### config.mk
export PLATFORM = sky130hd
export DESIGN_NAME = lfr_diag_regs
export DESIGN_NICKNAME = d
export VERILOG_FILES = /design/src/common/lfr_pkg.sv /design/src/lfr_diag_regs.sv /design/src/lfr_hold.sv /design/src/lfr_sat_add.sv
export VERILOG_INCLUDE_DIRS = /design/src /design/src/common
export SDC_FILE = /design/constraint.sdc
export NUM_CORES = 1
export LEC_CHECK = 0
export ABC_AREA = 1
export BUFFER_PORTS_ARGS = -buffer_cell sky130_fd_sc_hd__buf_2
export CAP_MARGIN = 20
export CORE_AREA = 2 2 77 79
export DETAILED_ROUTE_END_ITERATION = 8
export DIE_AREA = 0 0 79 81
export PLACE_DENSITY = 0.71
export SYNTH_ARGS = -nofsm -noshare
export SYNTH_HDL_FRONTEND = slang
export SYNTH_SLANG_ARGS = --single-unit
### constraint.sdc
create_clock -name sys_clk -period 2.4 [get_ports sys_clk]
set_clock_uncertainty 0.05 [all_clocks]
set_input_delay 0.12 -clock sys_clk [delete_from_list [all_inputs] [get_ports sys_clk]]
set_output_delay 0.12 -clock sys_clk [all_outputs]
set_load 0.02 [all_outputs]
### src/common/lfr_consts.svh
// Constants for the link diagnostic length and frequency register bank
// Assumes inclusion by bare name from the package and the design files
`ifndef LFR_CONSTS_SVH
`define LFR_CONSTS_SVH

// ==========================================================
// Register indices (byte address is four times the index)
`define LFR_IDX_PAGE      8'h13
`define LFR_IDX_LEN       8'h14
`define LFR_IDX_FREQ      8'h15
`define LFR_ADDR_LSB      2

// ==========================================================
// Page select field
`define LFR_PAGE_W        2
`define LFR_PAGE_DIAG     2'h2
`define LFR_RST_PAGE      2'h0

// ==========================================================
// Cable length field
`define LFR_LEN_W         8
`define LFR_LEN_UNKNOWN   8'hFF
`define LFR_RST_LEN       8'h00

// ==========================================================
// Frequency offset indication fields
`define LFR_FREQ_SMP_BIT  15
`define LFR_FREQ_SEL_BIT  8
`define LFR_FREQ_W        8
`define LFR_RST_SEL       1'b0
`define LFR_RST_RES       8'h00

`endif

### src/common/lfr_pkg.sv
// Types shared by the diagnostic register bank files
// Assumes the constants header is on the include path
package lfr_pkg;
  `include "lfr_consts.svh"

  // ==========================================================
  // One-hot register decode
  typedef enum logic [3:0] {
    LFR_SEL_NONE = 4'h1,
    LFR_SEL_PAGE = 4'h2,
    LFR_SEL_LEN  = 4'h4,
    LFR_SEL_FREQ = 4'h8
  } lfr_reg_sel_t;
endpackage

### src/lfr_diag_regs.sv
// Link diagnostic register bank: cable length and frequency offset
// Assumes an APB master on sys_clk and signal processor values
// that are synchronous to sys_clk
//
// Overview of operation
// - Low byte reports cable length in meters
// - Unknown cable length reads as all ones
// - Length meaningful only with 100 Mb/s link
// - Reserved bits ignore writes, read zero
// - Sample with select low fetches long-term offset
// - Sample with select high fetches control value
// - Sample request bit always reads zero
// - Result loaded only by sample, read-only
// - Result is signed byte, about 5.16 ppm/step
// - Result spans most negative to most positive
// - Control value is offset plus phase correction
//
// Implementation choice: the APB interface to the registers.
`timescale 1ns/1ps
`include "lfr_consts.svh"
module lfr_diag_regs
  import lfr_pkg::*;
#(
  parameter int AW = 12,  // APB address width
  parameter int FW = 8    // Frequency result width
) (
  input  wire logic          sys_clk,
  input  wire logic          rstn,
  input  wire logic          psel,
  input  wire logic          penable,
  input  wire logic          pwrite,
  input  wire logic [AW-1:0] paddr,
  input  wire logic [31:0]   pwdata,
  input  wire logic [3:0]    pstrb,
  output logic               pready,
  output logic      [31:0]   prdata,
  output logic               pslverr,
  input  wire logic          link100Up,
  input  wire logic          lengthEstValid,
  input  wire logic [7:0]    lengthEstimate,
  input  wire logic [FW-1:0] dspFreqOffset,
  input  wire logic [FW-1:0] dspPhaseCorr,
  output logic               selectShortTerm,
  output logic      [FW-1:0] freqResult
);

  // ==========================================================
  // Elaboration checks
  generate
    if (AW < 10) begin : g_aw_chk
      $error("AW too small for the register indices");
    end
    if (FW != `LFR_FREQ_W) begin : g_fw_chk
      $error("FW must match the result field width");
    end
  endgenerate

  // ==========================================================
  // Declarations
  logic [`LFR_PAGE_W-1:0] pageSelect_q;    // Page select field
  logic                   sel_q;           // Short-term select bit
  logic                   sel_d;           // Next select bit
  logic [7:0]             lengthMeters;    // Cable length field
  logic [7:0]             lengthIn;        // Qualified length input
  logic                   lengthUnknown;   // Length not determinable
  logic [FW-1:0]          ctrlValue;       // Offset plus correction
  logic [FW-1:0]          fetchValue;      // Value picked by select
  logic                   sampleWr;        // Sample request write
  logic                   sampleSel;       // Select used by sample
  logic [AW-3:0]          wordIdx;         // Word index of address
  logic                   onDiagPage;      // Diagnostic page active
  lfr_reg_sel_t           regSel;          // Decoded register
  logic                   setupPh;         // APB setup cycle
  logic                   accessPh;        // APB access cycle
  logic                   wrAcc;           // Write taking effect
  logic                   err_q;           // Registered error answer
  logic                   err_d;           // Error for next access
  logic [31:0]            rdata_d;         // Read data for access

  // ==========================================================
  // APB phase decode
  assign setupPh  = psel & ~penable;
  assign accessPh = psel & penable;
  assign wrAcc    = accessPh & pwrite;
  assign wordIdx  = paddr[AW-1:`LFR_ADDR_LSB];
  assign onDiagPage = (pageSelect_q == `LFR_PAGE_DIAG);

  // Zero-wait slave: every access finishes in one cycle
  assign pready  = accessPh;
  assign pslverr = accessPh & err_q;

  // ==========================================================
  // Register decode
  // Diagnostic registers answer only on the diagnostic page
  always_comb begin
    regSel = LFR_SEL_NONE;
    if (paddr[`LFR_ADDR_LSB-1:0] != 2'h0) begin
      // Unaligned address maps to nothing
      regSel = LFR_SEL_NONE;
    end else if (wordIdx == (AW-2)'(`LFR_IDX_PAGE)) begin
      // Page select is always reachable
      regSel = LFR_SEL_PAGE;
    end else if (wordIdx == (AW-2)'(`LFR_IDX_LEN) && onDiagPage) begin
      regSel = LFR_SEL_LEN;
    end else if (wordIdx == (AW-2)'(`LFR_IDX_FREQ) && onDiagPage) begin
      regSel = LFR_SEL_FREQ;
    end
  end

  // ==========================================================
  // Page select register
  // Written through byte lane 0, other bits ignored
  always_ff @(posedge sys_clk or negedge rstn) begin
    if (!rstn) begin
      pageSelect_q <= `LFR_RST_PAGE;
    end else if (wrAcc && regSel == LFR_SEL_PAGE && pstrb[0]) begin
      pageSelect_q <= pwdata[`LFR_PAGE_W-1:0];
    end
  end

  // ==========================================================
  // Short-term select bit
  // The write that sets it also steers its own sample
  always_comb begin
    sel_d = sel_q;
    if (wrAcc && regSel == LFR_SEL_FREQ && pstrb[1]) begin
      sel_d = pwdata[`LFR_FREQ_SEL_BIT];
    end
  end

  always_ff @(posedge sys_clk or negedge rstn) begin
    if (!rstn) begin
      sel_q <= `LFR_RST_SEL;
    end else begin
      sel_q <= sel_d;
    end
  end

  assign selectShortTerm = sel_q;

  // ==========================================================
  // Sample request
  // A one in the request bit is a strobe, never stored
  assign sampleWr  = wrAcc && regSel == LFR_SEL_FREQ && pstrb[1]
                     && pwdata[`LFR_FREQ_SMP_BIT];
  assign sampleSel = sel_d;

  // ==========================================================
  // Short-term control value
  // Clamped sum keeps the signed code inside its range
  lfr_sat_add #(
    .W   (FW)
  ) u_ctrl_sum (
    .a   (dspFreqOffset),
    .b   (dspPhaseCorr),
    .sum (ctrlValue)
  );

  // Pick long-term offset or control value
  assign fetchValue = sampleSel ? ctrlValue : dspFreqOffset;

  // ==========================================================
  // Frequency result
  // Loaded only by a sample, holds until the next one
  lfr_hold #(
    .W    (FW),
    .RST  (`LFR_RST_RES)
  ) u_result (
    .sys_clk (sys_clk),
    .rstn    (rstn),
    .load    (sampleWr),
    .din     (fetchValue),
    .dout    (freqResult)
  );

  // ==========================================================
  // Cable length
  // Unknown length, or no 100 Mb/s link, reads as all ones
  assign lengthUnknown = ~lengthEstValid | ~link100Up;
  assign lengthIn = lengthUnknown ? `LFR_LEN_UNKNOWN : lengthEstimate;

  // Refreshed every cycle from the estimator
  lfr_hold #(
    .W    (`LFR_LEN_W),
    .RST  (`LFR_RST_LEN)
  ) u_length (
    .sys_clk (sys_clk),
    .rstn    (rstn),
    .load    (1'b1),
    .din     (lengthIn),
    .dout    (lengthMeters)
  );

  // ==========================================================
  // Read data and error selection
  // Reserved bits and the request bit read zero
  always_comb begin
    rdata_d = 32'h0000_0000;
    err_d   = 1'b0;
    case (regSel)
      LFR_SEL_PAGE: begin
        rdata_d[`LFR_PAGE_W-1:0] = pageSelect_q;
      end
      LFR_SEL_LEN: begin
        rdata_d[7:0] = lengthMeters;
      end
      LFR_SEL_FREQ: begin
        rdata_d[`LFR_FREQ_SEL_BIT] = sel_q;
        rdata_d[FW-1:0] = freqResult;
      end
      LFR_SEL_NONE: begin
        err_d = 1'b1;  // Unmapped or off-page
      end
      default: begin
        err_d = 1'b1;
      end
    endcase
  end

  // ==========================================================
  // Read data register
  // Taken at the setup edge so it stands through the access
  always_ff @(posedge sys_clk or negedge rstn) begin
    if (!rstn) begin
      prdata <= 32'h0000_0000;
    end else if (setupPh) begin
      prdata <= pwrite ? 32'h0000_0000 : rdata_d;
    end
  end

  // Error answer register, taken with the read data
  always_ff @(posedge sys_clk or negedge rstn) begin
    if (!rstn) begin
      err_q <= 1'b0;
    end else if (setupPh) begin
      err_q <= err_d;
    end
  end

  // ==========================================================
  // Checks
  // The length register still holds its reset value at the release edge,
  // so the two attempts around that edge are skipped
  // Unknown length shows all ones one cycle later
  a_len_unknown: assert property (
    @(posedge sys_clk) disable iff (!rstn)
    $past(rstn) && lengthUnknown |=> lengthMeters == `LFR_LEN_UNKNOWN
  ) else $error("length not all ones when unknown");

  // Valid length copies the estimate
  a_len_copy: assert property (
    @(posedge sys_clk) disable iff (!rstn)
    $past(rstn) && !lengthUnknown |=> lengthMeters == $past(lengthEstimate)
  ) else $error("length does not follow estimate");

  // Length read keeps reserved bits zero
  // Read data was captured at the setup edge, one refresh earlier
  a_len_rsvd: assert property (
    @(posedge sys_clk) disable iff (!rstn)
    setupPh && !pwrite && regSel == LFR_SEL_LEN
    |=> prdata[31:8] == 24'h000000 && prdata[7:0] == $past(lengthMeters)
  ) else $error("length read data wrong");

  // Frequency read never shows request or reserved bits
  a_freq_rsvd: assert property (
    @(posedge sys_clk) disable iff (!rstn)
    setupPh && !pwrite && regSel == LFR_SEL_FREQ
    |=> prdata[31:9] == 23'h000000 && prdata[7:0] == freqResult
  ) else $error("frequency read shows reserved bits");

  // Request bit never shows in any read answer
  a_req_bit_zero: assert property (
    @(posedge sys_clk) disable iff (!rstn)
    accessPh && !pwrite |-> !prdata[`LFR_FREQ_SMP_BIT]
  ) else $error("request bit read back as one");

  // Long-term fetch
  a_long_fetch: assert property (
    @(posedge sys_clk) disable iff (!rstn)
    sampleWr && !sampleSel |=> freqResult == $past(dspFreqOffset)
  ) else $error("long-term offset not fetched");

  // Short-term fetch is offset plus correction, clamped
  a_short_fetch: assert property (
    @(posedge sys_clk) disable iff (!rstn)
    sampleWr && sampleSel |=> freqResult == $past(ctrlValue)
      && selectShortTerm
  ) else $error("control value not fetched");

  // Select bit follows a written one
  a_sel_set: assert property (
    @(posedge sys_clk) disable iff (!rstn)
    wrAcc && regSel == LFR_SEL_FREQ && pstrb[1] && pwdata[`LFR_FREQ_SEL_BIT]
    |=> selectShortTerm
  ) else $error("select bit not set by write");

  // Select bit follows a written zero
  a_sel_clear: assert property (
    @(posedge sys_clk) disable iff (!rstn)
    wrAcc && regSel == LFR_SEL_FREQ && pstrb[1] && !pwdata[`LFR_FREQ_SEL_BIT]
    |=> !selectShortTerm
  ) else $error("select bit not cleared by write");

  // Select bit holds between writes to its register
  a_sel_hold: assert property (
    @(posedge sys_clk) disable iff (!rstn)
    !(wrAcc && regSel == LFR_SEL_FREQ && pstrb[1]) |=> $stable(selectShortTerm)
  ) else $error("select bit changed without write");

  // Result holds without a sample
  a_result_hold: assert property (
    @(posedge sys_clk) disable iff (!rstn)
    !sampleWr |=> $stable(freqResult)
  ) else $error("result changed without sample");

  // Positive operands never give a negative control value
  a_sum_range: assert property (
    @(posedge sys_clk) disable iff (!rstn)
    !dspFreqOffset[FW-1] && !dspPhaseCorr[FW-1] |-> !ctrlValue[FW-1]
  ) else $error("control value wrapped");

  // Negative operands never give a positive control value
  a_neg_range: assert property (
    @(posedge sys_clk) disable iff (!rstn)
    dspFreqOffset[FW-1] && dspPhaseCorr[FW-1] |-> ctrlValue[FW-1]
  ) else $error("control value wrapped upward");

  // Mixed signs cannot overflow, so the plain sum must come through
  a_sum_exact: assert property (
    @(posedge sys_clk) disable iff (!rstn)
    dspFreqOffset[FW-1] != dspPhaseCorr[FW-1]
    |-> ctrlValue == FW'(dspFreqOffset + dspPhaseCorr)
  ) else $error("control value not offset plus correction");

  // Off-page diagnostic access is refused, and its write is ignored
  a_page_gate: assert property (
    @(posedge sys_clk) disable iff (!rstn)
    setupPh && !onDiagPage && wordIdx == (AW-2)'(`LFR_IDX_FREQ)
    |=> pslverr ##1 $stable(freqResult)
  ) else $error("off-page access accepted");

  // Off-page length access is refused as well
  a_len_off_page: assert property (
    @(posedge sys_clk) disable iff (!rstn)
    setupPh && !onDiagPage && wordIdx == (AW-2)'(`LFR_IDX_LEN)
    |=> pslverr
  ) else $error("off-page length access accepted");

endmodule

### src/lfr_hold.sv
// Loadable holding register with a constant reset value
// Assumes one clock and an asynchronous active-low reset
`timescale 1ns/1ps
module lfr_hold #(
  parameter int          W   = 8,
  parameter logic [W-1:0] RST = '0
) (
  input  wire logic         sys_clk,
  input  wire logic         rstn,
  input  wire logic         load,
  input  wire logic [W-1:0] din,
  output logic      [W-1:0] dout
);
  // ==========================================================
  // Storage
  // Captures din on load, keeps its value otherwise
  always_ff @(posedge sys_clk or negedge rstn) begin
    if (!rstn) begin
      dout <= RST;
    end else if (load) begin
      dout <= din;
    end
  end
endmodule

### src/lfr_sat_add.sv
// Signed saturating adder for two's complement operands
// Assumes purely combinational use
`timescale 1ns/1ps
module lfr_sat_add #(
  parameter int W = 8
) (
  input  wire logic [W-1:0] a,
  input  wire logic [W-1:0] b,
  output logic      [W-1:0] sum
);
  logic [W:0] wide;  // Sign-extended full sum

  // ==========================================================
  // Sum with clamping to the most positive or negative code
  always_comb begin
    wide = {a[W-1], a} + {b[W-1], b};
    if (wide[W] != wide[W-1]) begin
      // Overflow: clamp by sign of the true sum
      sum = wide[W] ? {1'b1, {(W-1){1'b0}}} : {1'b0, {(W-1){1'b1}}};
    end else begin
      sum = wide[W-1:0];
    end
  end
endmodule

==> impl_metrics.yaml <==
outcome:
  outcome: "finished clean"
route:
  num_vias: 1992
  dr.pass1.iters: 4
  wl_per_cell_um: 10.24
  wl_mm: 4.629
  detail_route.iter0.violations: 77
  postRouteAntennaNets: 0
  vias_per_cell: 4.407
  drcViolationCount: 0
floorplanning:
  die_x_um: 79
  coreArea_um2: 5675
  num_io_pins: 122
  initial_core_util: 0.3814
  fp-row-count: 28
  fp.dieH_um: 81
  dieArea_um2: 6399
sta:
  hold_viol: 0
  setup_violations: 0
  fmax_ghz: 0.5787
  fin_crit_sh: 0.7200
  tightestPinTransition_ns: 0.6035
  relSlewSlack: 0.5977
  period_minus_slack_ns: 1.728
  rsz0062_at_grt: "no"
  drv_slew: 0
  fin_setup_tns_ns: 0
global_routing:
  overflow: 0
  grt_pass1_wl_mm: 8.031
  grt_pass1_vias: 1923
  grt_antenna_before_repair: 0
  grt_max_degree: 30
  grt.total_usage: 0.1571
finish:
  diodes: 0
  drive_gt1_frac: 0.2865
  fin_util: 0.4709
  finalNetCount: 464
  stdcell_count: 452
  area_growth_pct: 23.47
  nFillCells: 584
placed_design:
  dp_cells: 435
  dp_hpwl_mm: 3.751
  port_buffers: 68
  place_congestion: 0.8403
clocking:
  clk_pin_slew_ns: 0.06
  clk_latency_ns: 0.27
  tritoncts: "done"
  clockBufferDepth: 2
  h-tree-depth: 2
  clock-root-buffer: "clkbuf_8"
  cts_setup_buffers: 0
  post_cts_resized: 0
  clock-sinks: 29
  numCtsBuffers: 5
logic_synthesis:
  synthFlopType: "dfrtp_1"
  syn_area_um2: 2165
  synth_top_cell_area_share: 0.3353
  synth_warnings: 0
  synth_cell_types: 35
  yosysTopAreaCell: "dfrtp_1"
  synth_most_common_cell: "nand2_1"
  ys_top_cells_by_count: "nand2_1, inv_1, dfrtp_1"
  syn_inst: 296
  yosys-top-cells-area: "dfrtp_1, nand2_1, buf_4"
  yosysSeqAreaShare: 0.3353
  async_flop_share: 1.000
  ys_seq_elements: 29
  synth_edf_count: 0
  avgSynthCellArea_um2: 7.313
min_path:
  hold_depth: 3
  min_path_type: "input pin to register"
worst_setup_path:
  critPathCaptureType: "register"
  r2r_cells: 10
  startpoint_type: "register"
  path_class: "register to register"
  worst-r2r-setup-slack_ns: 0.67
  cp.arrival_ns: 1.85
  cp_max_fo: 11
  cp.required_ns: 2.52
power:
  ir_drop_mv: 0.2114
  power_density_nw_per_um2: 449.8
  leakage_nw: 1.551
run:
  maxCapViolations: 0
[state kept, by name, indices dropped and copies added (netlist names)]
name / count
selectShortTerm: 1
u_result.dout: 8
prdata: 9
err_q: 1
u_length.dout: 8
pageSelect_q: 2
[metrics by stage]
stage	setup slack (ns)	area [um2]	hold WS, ns	power [W]
2_1_floorplan	0.7186	2247	-0.2256	0.0007172
3_3_place_gp	0.4154	2481	0.1145	0.0007678
3_5_place_dp	0.4152	2481	0.1148	0.0007725
4_1_cts	0.6593	2673	0.03807	0.001217
5_1_grt	0.4826	2673	0.03821	0.001291
6_report	0.6720	2673	0.03692	0.001202
[where the power goes]
part           total [W]  switching (W)  internal, W
clock network   0.000426       0.000168     0.000258
logic           0.000278       0.000174     0.000104
registers       0.000498     0.00000162     0.000496
[layer usage]
metal,vias to the layer above,track usage,wire [um]
met5,-,0,0
met1,878,0.1854,2011
met3,9,0.03444,232
met2,60,0.2805,2300
li1,1045,-,-
met4,0,0.05862,85
[layout make-up]
class / instances / area [um2] / area share
clock buffer: 7 / 96.34 / 0.03605
clock inverter: 1 / 5.005 / 0.001873
inverter: 35 / 136.4 / 0.05103
multi-input combinational: 228 / 1185 / 0.4434
sequential: 29 / 725.7 / 0.2715
tap: 75 / 93.84 / 0.03511
timing repair buffer: 77 / 430.4 / 0.1610
[critical path, stage by stage (launching register included)]
cell     delay [ns]
dfrtp_1        0.41
nor2_2         0.15
nand2_2        0.08
nor2_4         0.16
nand3_1        0.09
nand2_1        0.08
nand2_2        0.16
a21oi_4        0.24
nand2_1        0.07
nand2_1        0.07
nand2_1        0.05
[final timing paths]
| kind | from | to |
|---|---|---|
| max | pageSelect_q[0] | u_result.dout[4] |
| min reg2reg | prdata[1] | prdata[1] |
| max in group asynchronous | rstn | u_length.dout[2] |
| max reg2reg | pageSelect_q[0] | u_result.dout[4] |
| min in group asynchronous | rstn | pageSelect_q[0] |
| min | pwdata[0] | pageSelect_q[0] |
[cell usage in the layout (no fill, tap or decap), types with 2 or more instances in the layout]
cell,count
buf_2,68
nand2_2,2
nand2_1,110
inv_2,4
conb_1,23
dfrtp_1,29
a22o_1,6
nor2_1,10
nand3_1,16
a21oi_1,9
nor2_2,5
xor2_1,3
o21ai_0,3
inv_1,30
nand4_1,4
nor3_1,2
clkbuf_8,7
nor2_4,3
a21oi_2,4
dlygate4sd3_1,9
ha_1,8
or2_2,8
[cell families (layout without fill, tap and decap cells)]
group | Yosys count | count (layout) | synth area share
simple gates | 166 | 166 | 0.3497
other cells | 1 | 23 | 0.001732
compound gates | 26 | 26 | 0.08612
buf+inv | 61 | 120 | 0.1555
fa+ha+maj | 9 | 9 | 0.05549
xor+xnor | 4 | 4 | 0.01619
flops | 29 | 29 | 0.3353
[timing repair]
item | in CTS | in global routing
setup endpoints to repair | 0 | 0
endpoints found under the hold margin | 37 | 0
hold buffers | 9 | 0
(Power assumes the default switching activity.)
